`src/shared/atc_regs.svh`:
```
// Register offsets, field positions, reset values and limits for the analog threshold block
`ifndef ATC_REGS_SVH
`define ATC_REGS_SVH

// Register offsets (word addresses on the plain port)
`define ATC_CTRL_ADDR 4'h0
`define ATC_GAIN_ADDR 4'h1
`define ATC_OFFS_ADDR 4'h2
`define ATC_ON_ADDR 4'h3
`define ATC_OFF_ADDR 4'h4
`define ATC_STAT_ADDR 4'h5
`define ATC_ACT_ADDR 4'h6
`define ATC_REF_ADDR 4'h7
`define ATC_DIFF_ADDR 4'h8

// Control field positions
`define ATC_CTRL_MODE_BIT 0
`define ATC_CTRL_ONSRC_BIT 1
`define ATC_CTRL_OFFSRC_BIT 2
`define ATC_CTRL_SELA_LSB 4
`define ATC_CTRL_SELB_LSB 8
`define ATC_CTRL_DEC_LSB 12

// Reset values
`define ATC_CTRL_RST 16'h0000
`define ATC_GAIN_RST 16'h0064
`define ATC_OFFS_RST 16'h0000
`define ATC_ON_RST 16'h0000
`define ATC_OFF_RST 16'h0000

// Limits
`define ATC_GAIN_MAX 16'h03E8
`define ATC_OFFS_MAX 16'h2710
`define ATC_THR_MAX 16'h4E20
`define ATC_ADC_MAX 16'h03E8
`define ATC_GAIN_SCALE 32'h00000064

`endif

```
`src/shared/atc_pkg.sv`:
```
// Types for the analog threshold block
package atc_pkg;

  typedef enum logic [1:0]
  {
    ATC_IDLE,
    ATC_SCALE,
    ATC_DECIDE
  } atc_state_t;

  typedef enum logic
  {
    ATC_MODE_COMPARE,
    ATC_MODE_TRIGGER
  } atc_mode_t;

endpackage : atc_pkg

```
`src/rtl/atc_core.sv`:
```
// Analog comparator and threshold trigger evaluation with register port
//
// The register offsets and the address-and-strobe port were decided locally.
`timescale 1ns/100ps
`include "atc_regs.svh"
module atc_core
  import atc_pkg::*;
#(
  parameter int NUM_AIN = 8,
  parameter int NUM_AOUT = 2,
  parameter int WIDE_W = 32
)
(
  input wire logic i_clk,
  input wire logic i_sys_rst,
  input wire logic i_cycle_tick,
  input wire logic [NUM_AIN*16-1:0] i_analog_channels,
  input wire logic [NUM_AOUT*16-1:0] i_analog_outputs,
  input wire logic signed [31:0] i_ext_on,
  input wire logic signed [31:0] i_ext_off,
  input wire logic [3:0] i_addr,
  input wire logic [15:0] i_wdata,
  input wire logic i_wr,
  input wire logic i_rd,
  output logic [15:0] o_rdata,
  output logic o_q,
  output logic signed [31:0] o_actual,
  output logic o_done
);

  localparam int NSRC = NUM_AIN + NUM_AOUT;

  // ===========================================================
  // Helpers
  function automatic logic signed [15:0] clamp16(input logic signed [15:0] v, input logic [15:0] lim);
    logic signed [15:0] l;
    l = $signed(lim);
    if (v > l)
      clamp16 = l;
    else if (v < -l)
      clamp16 = -l;
    else
      clamp16 = v;
  endfunction : clamp16

  function automatic logic signed [15:0] pick(input logic [3:0] sel, input logic [NSRC*16-1:0] all);
    logic signed [15:0] raw;
    raw = 16'sh0000;
    for (int k = 0; k < NSRC; k++)
      if (sel == 4'(k))
        raw = $signed(all[k*16 +: 16]);
    pick = raw;
  endfunction : pick

  // ===========================================================
  // Registers
  logic [15:0] ctrl;
  logic signed [15:0] gain;
  logic signed [15:0] offs;
  logic signed [15:0] thr_on;
  logic signed [15:0] thr_off;

  always_ff @(posedge i_clk or posedge i_sys_rst)
  begin
    if (i_sys_rst)
    begin
      ctrl <= `ATC_CTRL_RST;
      gain <= `ATC_GAIN_RST;
      offs <= `ATC_OFFS_RST;
      thr_on <= `ATC_ON_RST;
      thr_off <= `ATC_OFF_RST;
    end
    else if (i_wr)
    begin
      if (i_addr == `ATC_CTRL_ADDR)
        ctrl <= i_wdata;
      else if (i_addr == `ATC_GAIN_ADDR)
        gain <= clamp16($signed(i_wdata), `ATC_GAIN_MAX);
      else if (i_addr == `ATC_OFFS_ADDR)
        offs <= clamp16($signed(i_wdata), `ATC_OFFS_MAX);
      else if (i_addr == `ATC_ON_ADDR)
        thr_on <= clamp16($signed(i_wdata), `ATC_THR_MAX);
      else if (i_addr == `ATC_OFF_ADDR)
        thr_off <= clamp16($signed(i_wdata), `ATC_THR_MAX);
    end
  end

  atc_mode_t mode;
  logic [3:0] sel_a;
  logic [3:0] sel_b;
  assign mode = atc_mode_t'(ctrl[`ATC_CTRL_MODE_BIT]);
  assign sel_a = ctrl[`ATC_CTRL_SELA_LSB +: 4];
  assign sel_b = ctrl[`ATC_CTRL_SELB_LSB +: 4];

  // ===========================================================
  // Source selection and scaling
  logic [NSRC*16-1:0] all_src;
  logic signed [15:0] first_analog_in;
  logic signed [15:0] second_analog_in;
  logic signed [WIDE_W-1:0] scaled_a;
  logic signed [WIDE_W-1:0] scaled_b;

  // Channels carry 0..1000 for 0..10 V; outputs follow them
  assign all_src = {i_analog_outputs, i_analog_channels};
  assign first_analog_in = pick(sel_a, all_src);
  assign second_analog_in = pick(sel_b, all_src);

  atc_scaler #(.IN_W(16), .OUT_W(WIDE_W)) u_scale_a
  (
    .i_raw(first_analog_in),
    .i_gain(gain),
    .i_offset(offs),
    .o_value(scaled_a)
  );

  atc_scaler #(.IN_W(16), .OUT_W(WIDE_W)) u_scale_b
  (
    .i_raw(second_analog_in),
    .i_gain(gain),
    .i_offset(offs),
    .o_value(scaled_b)
  );

  // ===========================================================
  // Evaluation sequence
  atc_state_t state;
  logic signed [WIDE_W-1:0] act_a;
  logic signed [WIDE_W-1:0] act_b;
  logic signed [WIDE_W-1:0] cmp_val;
  logic signed [WIDE_W-1:0] eff_on;
  logic signed [WIDE_W-1:0] eff_off;

  always_ff @(posedge i_clk or posedge i_sys_rst)
  begin
    if (i_sys_rst)
      state <= ATC_IDLE;
    else
    begin
      case (state)
        ATC_IDLE:
          if (i_cycle_tick)
            state <= ATC_SCALE;
        ATC_SCALE:
          state <= ATC_DECIDE;
        default:
          state <= ATC_IDLE;
      endcase
    end
  end

  always_ff @(posedge i_clk or posedge i_sys_rst)
  begin
    if (i_sys_rst)
    begin
      act_a <= '0;
      act_b <= '0;
      cmp_val <= '0;
      eff_on <= '0;
      eff_off <= '0;
    end
    else if (state == ATC_SCALE)
    begin
      act_a <= scaled_a;
      act_b <= scaled_b;
      if (mode == ATC_MODE_COMPARE)
        cmp_val <= scaled_a - scaled_b;
      else
        cmp_val <= scaled_a;
      // Decimals field never enters here
      eff_on <= ctrl[`ATC_CTRL_ONSRC_BIT] ? WIDE_W'(i_ext_on) : WIDE_W'(thr_on);
      eff_off <= ctrl[`ATC_CTRL_OFFSRC_BIT] ? WIDE_W'(i_ext_off) : WIDE_W'(thr_off);
    end
  end

  // ===========================================================
  // Decision
  logic next_q;
  logic hyst;
  assign hyst = (eff_on >= eff_off);

  always_comb
  begin
    next_q = o_q;
    if (hyst)
    begin
      if (cmp_val > eff_on)
        next_q = 1'b1;
      else if (cmp_val <= eff_off)
        next_q = 1'b0;
      else
        next_q = o_q;
    end
    else
      next_q = (cmp_val >= eff_on) && (cmp_val < eff_off);
  end

  always_ff @(posedge i_clk or posedge i_sys_rst)
  begin
    if (i_sys_rst)
      o_q <= 1'b0;
    else if (state == ATC_DECIDE)
      o_q <= next_q;
  end

  always_ff @(posedge i_clk or posedge i_sys_rst)
  begin
    if (i_sys_rst)
    begin
      o_done <= 1'b0;
      o_actual <= '0;
    end
    else
    begin
      o_done <= (state == ATC_DECIDE);
      if (state == ATC_DECIDE)
        o_actual <= 32'(cmp_val);
    end
  end

  // ===========================================================
  // Read port
  always_ff @(posedge i_clk or posedge i_sys_rst)
  begin
    if (i_sys_rst)
      o_rdata <= 16'h0000;
    else if (i_rd)
    begin
      if (i_addr == `ATC_CTRL_ADDR)
        o_rdata <= ctrl;
      else if (i_addr == `ATC_GAIN_ADDR)
        o_rdata <= gain;
      else if (i_addr == `ATC_OFFS_ADDR)
        o_rdata <= offs;
      else if (i_addr == `ATC_ON_ADDR)
        o_rdata <= thr_on;
      else if (i_addr == `ATC_OFF_ADDR)
        o_rdata <= thr_off;
      else if (i_addr == `ATC_STAT_ADDR)
        o_rdata <= {14'h0000, hyst, o_q};
      else if (i_addr == `ATC_ACT_ADDR)
        o_rdata <= act_a[15:0];
      else if (i_addr == `ATC_REF_ADDR)
        o_rdata <= act_b[15:0];
      else if (i_addr == `ATC_DIFF_ADDR)
        o_rdata <= cmp_val[15:0];
      else
        o_rdata <= 16'h0000;
    end
    else
      o_rdata <= 16'h0000;
  end
endmodule : atc_core

```
`src/rtl/atc_scaler.sv`:
```
// Gain and offset scaling of one raw analog value
`timescale 1ns/100ps
`include "atc_regs.svh"
module atc_scaler
  import atc_pkg::*;
#(
  parameter int IN_W = 16,
  parameter int OUT_W = 32
)
(
  input wire logic signed [IN_W-1:0] i_raw,
  input wire logic signed [15:0] i_gain,
  input wire logic signed [15:0] i_offset,
  output logic signed [OUT_W-1:0] o_value
);

  // ===========================================================
  // Scaling
  logic signed [OUT_W-1:0] product;
  logic signed [OUT_W-1:0] quotient;

  always_comb
  begin
    // Gain carries two fraction digits; product then rescaled
    product = OUT_W'(i_raw) * OUT_W'(i_gain);
    quotient = product / $signed(OUT_W'(`ATC_GAIN_SCALE));
    o_value = quotient + OUT_W'(i_offset);
  end

endmodule : atc_scaler

```
`config.mk`:
```
export PLATFORM = sky130hd
export DESIGN_NAME = atc_core
export DESIGN_NICKNAME = d
export VERILOG_FILES = /design/src/shared/atc_pkg.sv /design/src/rtl/atc_core.sv /design/src/rtl/atc_scaler.sv
export VERILOG_INCLUDE_DIRS = /design/src /design/src/shared
export SDC_FILE = /design/constraint.sdc
export NUM_CORES = 2
export LEC_CHECK = 0
export BUFFER_PORTS_ARGS = -buffer_cell sky130_fd_sc_hd__buf_2
export CORE_MARGIN = 2
export CORE_UTILIZATION = 45
export DETAILED_ROUTE_END_ITERATION = 10
export PLACE_DENSITY = 0.61
export SETUP_SLACK_MARGIN = 0.1
export SYNTH_ARGS = -nofsm -noshare
export SYNTH_HDL_FRONTEND = slang
export SYNTH_SLANG_ARGS = --single-unit
```
`constraint.sdc`:
```
create_clock -name i_clk -period 88.4 [get_ports i_clk]
set_input_delay 4.42 -clock i_clk [delete_from_list [all_inputs] [get_ports i_clk]]
set_output_delay 4.42 -clock i_clk [all_outputs]
set_load 0.005 [all_outputs]
```
**Yosys cells after proc, flatten, opt, wreduce, memory -nomap -nowiden**

Cells that the tools add are included.
W data, S select, Z words.

- Output and inout port bits: 50
- Flip-flop bits (word level): 260
- Input bits: 249
- Word-level logic and storage cells: 122

- Bitwise operators: 4
- Multipliers: 2
- Order comparisons: 11
- Eq/ne operators: 30
- Add/sub/neg operators: 3
- Reductions and logical operators: 11
- Divide/modulo/power cells: 2
- Mux-type cells: 44

Operators with widths:

| kind | number |
|---|---|
| $mux W16 | 36 |
| $mux W32 | 3 |
| $add A32 B16 Y32 | 2 |
| $div A32 B8 Y32 const B | 2 |
| $ge A32 B32 Y1 | 2 |
| $mul A16 B16 Y32 | 2 |
| $eq A4 B3 Y1 const B | 12 |
| $gt A32 B32 Y1 | 1 |
| $le A32 B32 Y1 | 1 |
| $lt A32 B32 Y1 | 1 |
| $sub A32 B32 Y32 | 1 |
| $eq A4 B2 Y1 const B | 6 |
| $eq A4 B4 Y1 const B | 5 |
| $gt A16 B11 Y1 const B | 1 |
| $gt A16 B15 Y1 const B | 1 |
| $gt A16 B16 Y1 const B | 1 |
| $lt A16 B11 Y1 const B | 1 |
| $lt A16 B15 Y1 const B | 1 |
| $lt A16 B16 Y1 const B | 1 |
| $eq A4 B1 Y1 const B | 3 |
| $logic_not A4 Y1 | 3 |
| $reduce_and A6 Y1 | 1 |
| $reduce_and A5 Y1 | 1 |
| $not A1 Y1 | 4 |
| other kinds (12) | 15 |

**Longest topological paths before layout**

- Depth in word-level cells: 16
- Mapped depth: 152
- Mapped depth without buffers: 135

**By module**

From an unflattened synthesis, not the netlist that was laid out.

- Cells, all modules: 7,004
- Area total of the unflattened synthesis: 56,306.5 µm²

By module, submodules not included:

| module | area an instance (µm²) | cells an instance | instances | seq. area each (µm²) |
|---|---|---|---|---|
| atc_scaler at u_scale_a | 19,489.9 | 2,457 | 1 | 0.0 |
| atc_scaler at u_scale_b | 19,411.1 | 2,508 | 1 | 0.0 |
| atc_core | 17,405.4 | 2,039 | 1 | 6,510.0 |

**Worst setup path before layout**

No wires, ideal clock.

- Path kind: input -> register
- From: input i_analog_channels[15]
- To: register cmp_val[31]
- Library setup time: 131 ps
- Required time: 88,269 ps
- Setup slack: 54,636 ps
- Data arrival time: 33,633 ps
- Path buffers: 9
- Stages on the path: 136
- Path through: a22o_1 > a221oi_1 > nand4_1 > clkbuf_1 > nand2_1 > fa_1 > inv_1 > fa_1 > fa_1 > fa_1 > fa_1 > inv_1 > fa_1 > inv_1 > ha_1 > a21o_1 > and2_1 > o21a_1 > [100 not listed] > a21oi_1 > o21bai_1 > a21oi_1 > o21bai_1 > a21oi_1 > xnor2_1 > ha_1 > a21o_1 > a21o_1 > a21o_1 > a21o_1 > a21o_1 > a21oi_1 > xor2_1 > xnor2_1 > mux2i_1 > xnor2_1 > o21ai_1

- Word-level cells in the longest chain between the ends: 15
- Elaborated cells between the ends (all ways): 28
- Those cells by class: add/sub (3); mul (2); div (2); mux (21)

RTL lines:

| what | line | text |
|---|---|---|
| start, declared | atc_core.sv:17 | `input wire logic [NUM_AIN*16-1:0] i_analog_channels,` |
| $mux W16 (10 in a row) | atc_core.sv:50 | `if (sel == 4'(k))` |
| $mul A16 B16 Y32 | atc_scaler.sv:25 | `product = OUT_W'(i_raw) * OUT_W'(i_gain);` |
| $div A32 B8 Y32 | atc_scaler.sv:26 | `` quotient = product / $signed(OUT_W'(`ATC_GAIN_SCALE)); `` |
| $add A32 B16 Y32 | atc_scaler.sv:27 | `o_value = quotient + OUT_W'(i_offset);` |
| $sub A32 B32 Y32 | atc_core.sv:166 | `cmp_val <= scaled_a - scaled_b;` |
| $mux W32 * | atc_core.sv:165 | `if (mode == ATC_MODE_COMPARE)` |
| end signal, assigned | atc_core.sv:166 |  |
| end signal, assigned | atc_core.sv:168 | `cmp_val <= scaled_a;` |
| end, declared | atc_core.sv:129 | `logic signed [WIDE_W-1:0] cmp_val;` |

Mark *: on every way between the ends. The rest lies on a longest branch, timed or not.
A chain may end at the register's enable or synchronous reset.

**Final worst setup path**

- From: input i_analog_channels[85]
- To: register cmp_val[31]

- Word-level cells in the longest chain between the ends: 10
- Elaborated cells between the ends (all ways): 18
- Those cells by class: add/sub (3); mul (2); div (2); mux (11)

RTL lines:

| what | line |
|---|---|
| $mux W16 (5 in a row) | atc_core.sv:50 |
| $mul A16 B16 Y32 | atc_scaler.sv:25 |
| $div A32 B8 Y32 | atc_scaler.sv:26 |
| $add A32 B16 Y32 | atc_scaler.sv:27 |
| $sub A32 B32 Y32 | atc_core.sv:166 |
| $mux W32 * | atc_core.sv:165 |

Marks and branches as above.

==> summary.txt <==
OUTCOME
--------------------------------------------------------------------------------------
Outcome                                                                      completed

CLOCK NETWORK
--------------------------------------------------------------------------------------
Clock tree from TritonCTS                                                        built
Clock network latency to the later pin of the worst-skew pair                  0.56 ns
Post-CTS Hold Buffers                                                                0
Clock transition at the registers of the reported paths                        0.07 ns
CTS Sinks                                                                          260
Post CTS Setup Buffer Count                                                          0
Clock buffer depth                                                                   3
Deepest level of the CTS H-tree                                                      1
Root cell of the clock tree                                               sky130_fd_sc_hd__clkbuf_16
# resized after CTS                                                                  0
TritonCTS Buffers                                                                   24

SYNTH
--------------------------------------------------------------------------------------
Post-Syn Nets                                                                     7908
Mean Syn Cell Area                                                           8.02 um^2
Library cell occupying the most area in the post-synthesis netlist        sky130_fd_sc_hd__fa_1
Post-Synthesis Cell Area                                                    54300 um^2
Unique masters post-synth                                                          141
Number of enable-type register cells in the synthesized netlist                      0
Post-synth ARST share                                                             100%
Share of Yosys cell area claimed by the top area cell type                       19.4%
Main area contributors after synthesis                                    sky130_fd_sc_hd__fa_1, sky130_fd_sc_hd__dfrtp_1, sky130_fd_sc_hd__ha_1
Most instantiated flip-flop cell in the synthesis netlist                 sky130_fd_sc_hd__dfrtp_1
#FFs+latches synth                                                                 260
Count of synthesis-stage warnings from yosys                                         0
Syn Inst Count                                                                    6772
Share of the yosys chip area belonging to registers                              12.0%

FLOORPLANNING
--------------------------------------------------------------------------------------
Number of rows in the core area                                                    127
Standard cell core area                                                    120000 um^2
Number of top-level pins                                                           299
Overall die area                                                           124000 um^2
Initial Utilization                                                              45.4%
DIE WIDTH                                                                       351 um
Overall die height                                                              351 um

TIMING
--------------------------------------------------------------------------------------
Total setup violations reported at the end of the flow                               0
Fin. Hold Viols                                                                      0
Worst slew slack as a fraction of its limit                                      14.5%
Setup TNS Final                                                                   0 ns
Total count of max-transition violations in the final report                         0
Crit share post-route                                                            46.1%
Maximum operating frequency                                                 0.0245 GHz
RSZ-0062 raised after global routing                                             false
Final critical delay including setup and external delays                      40.78 ns
Maximum clock skew at final layout                                           0.0451 ns
Transition at the pin with the smallest max-transition slack                   1.28 ns

CRITICAL PATH
--------------------------------------------------------------------------------------
Largest fanout on the critical path                                                 16
Arrival @ worst endpoint                                                      41.16 ns
Reg2reg setup slack                                                           50.06 ns
Worst setup startpoint                                                    i_analog_channels[85]
Crit path largest cell delay                                                   1.02 ns
Critical Path Most Common Cell                                            sky130_fd_sc_hd__a21oi_1
Source of the worst register-to-register timing path                      ctrl[5]$_DFFE_PP0P_
Critical path's slowest cell                                              sky130_fd_sc_hd__nand4_1
Top cell family by delay on the critical path                             compound AO/OA/AOI/OAI gates
Critical path endpoint category                                               register
Critical path class                                                             in2reg
Critical Path Sink                                                        cmp_val[31]$_DFFE_PP0N_
Capture point of the worst reg-to-reg path                                cmp_val[31]$_DFFE_PP0N_
Worst Reg2Reg Path Length in Cells                                                 131
Crit path depth                                                                    130
Number of buffer and inverter stages on the critical path                            8
Required time reported for the critical path endpoint                         88.77 ns
CP startpoint kind                                                          input port

FINISH
--------------------------------------------------------------------------------------
Cell area after layout                                                      58000 um^2
Net count of the finished layout                                                  7992
Layout cell share with drive strength beyond 1                                   9.94%
Most frequent standard cell in the layout excluding fill and tap cells    sky130_fd_sc_hd__inv_1
Signed area change from the synthesized netlist to the final layout              6.80%
Non-filler instance count after layout                                            8495
Final Util                                                                       48.4%
Number of fill cells                                                             11994
Highest-count cells in the layout ignoring fill and taps                  sky130_fd_sc_hd__inv_1, sky130_fd_sc_hd__nand2_1, sky130_fd_sc_hd__fa_1

GLOBAL ROUTE
--------------------------------------------------------------------------------------
Number of antenna violations at the first check in global routing                   15
Global Route Usage Sum                                                           29.6%
Largest net degree at the start of global routing                                  135
Overall overflow remaining after global route                                        0
Number of global-route vias before repair                                        50562
Global-route wire length before repair                                       291000 um

ROUTE
--------------------------------------------------------------------------------------
Detailed-route wire length on metal 1                                         80300 um
Met2 Routed Length                                                            85600 um
Residual antenna-violating net count after detailed routing                          0
Iteration-0 DRC Markers                                                           4711
Vias/cell                                                                         6.03
Routed vias                                                                      51254
Number of optimization iterations in the first detailed-route pass                   9
Top layer in use                                                                  met5
Detailed-routed wire length on met3                                           11800 um
Remaining DRCs                                                                       0
Routed WL per cell                                                             21.6 um
Drt total wl                                                                 184000 um

PLACEMENT
--------------------------------------------------------------------------------------
Number of buffers inserted by port buffering                                       298
Placed inst area                                                            57300 um^2
Placed Cells                                                                      8442
Weighted congestion reported at the end of routability-driven placement          0.976
Post-DP HPWL                                                                 146000 um

WORST HOLD PATH
--------------------------------------------------------------------------------------
Path type of the worst min-delay path                                          reg2reg
Worst Min Path Start                                                      state[1]$_DFFE_PP0P_

RUN
--------------------------------------------------------------------------------------
Max-cap violation count                                                              0

==> area by class of cell <==
class | instances | area, um^2 | area share [%]
timing repair buffer | 376 | 2080 | 3.58
clock inverter | 13 | 124 | 0.213
tap | 1612 | 2020 | 3.48
multi-input combinational | 5357 | 43500 | 75.0
clock buffer | 28 | 626 | 1.08
antenna | 12 | 30.0 | 0.0517
inverter | 837 | 3150 | 5.43
sequential | 260 | 6510 | 11.2
==> worst min path at each step <==
stage                                 endpoint  slack (ns)  cells after the start
final                     state[0]$_DFFE_PP0P_        0.46                      1
after global routing      state[0]$_DFFE_PP0P_        0.48                      1
after CTS                 state[0]$_DFFE_PP0P_        0.45                      1
after detailed placement  state[0]$_DFFE_PP0P_        0.45                      1
after global placement    state[0]$_DFFE_PP0P_        0.45                      1
after floorplan           state[0]$_DFFE_PP0P_        0.41                      1
==> worst register-to-register path, delay by kind of cell, from the launching register on <==
family	cells	cell delay, ns
buffers and inverters	7	0.60
flip-flops	1	0.83
multiplexers	8	2.86
AND/OR/NAND/NOR	16	5.29
adder cells (fa/ha/maj)	12	5.17
XOR/XNOR	10	2.85
AO/OA/AOI/OAI	78	20.51
==> logic make-up after synthesis <==
family | synth area share, %
adder cells (fa/ha/maj) | 28.0
AND/OR/NAND/NOR | 18.7
AO/OA/AOI/OAI | 24.7
multiplexers | 2.65
buffers and inverters | 8.13
XOR/XNOR | 5.95
flip-flops | 12.0
==> per-layer routing <==
| layer | track usage [%] | vias to the layer above |
|---|---|---|
| met5 | 0 | - |
| met4 | 8.63 | 2 |
| met3 | 3.02 | 296 |
| met2 | 49.6 | 1856 |
| met1 | 40.3 | 25274 |
| li1 | - | 23826 |
==> cell usage after synthesis, drive strengths merged, types with 45 or more instances <==
cell	instances
xnor2	285
a31oi	67
nand3	130
mux2	67
o211ai	70
a22oi	124
o21ai	412
o21a	45
xor2	75
dfrtp	257
clkbuf	258
mux2i	65
nor2b	74
o21bai	85
inv	834
nor3	123
fa	527
ha	360
nand2b	70
nor2	340
or2	50
nand2	707
buf	60
a211oi	100
and3	50
nand4	72
a21o	92
and2	268
a21oi	432
==> flip-flops by register name (all words and copies together), names as in the netlist <==
signal,cells
ctrl,16
cmp_val,32
act_a,16
act_b,16
eff_on,32
thr_on,16
state,2
o_rdata,16
o_done,1
offs,16
o_q,1
o_actual,32
eff_off,32
gain,16
thr_off,16
==> stage by stage <==
step / hold slack, ns / setup WS [ns]
3_3_place_gp: 0.449 / 47.65
2_1_floorplan: 0.414 / 54.64
4_1_cts: 0.449 / 47.96
3_5_place_dp: 0.447 / 47.49
5_1_grt: 0.483 / 44.74
6_report: 0.460 / 47.62
Power is left out: the tool's default activity adds up to more than one toggle a clock period on the data nets, which glitch-free logic cannot reach.
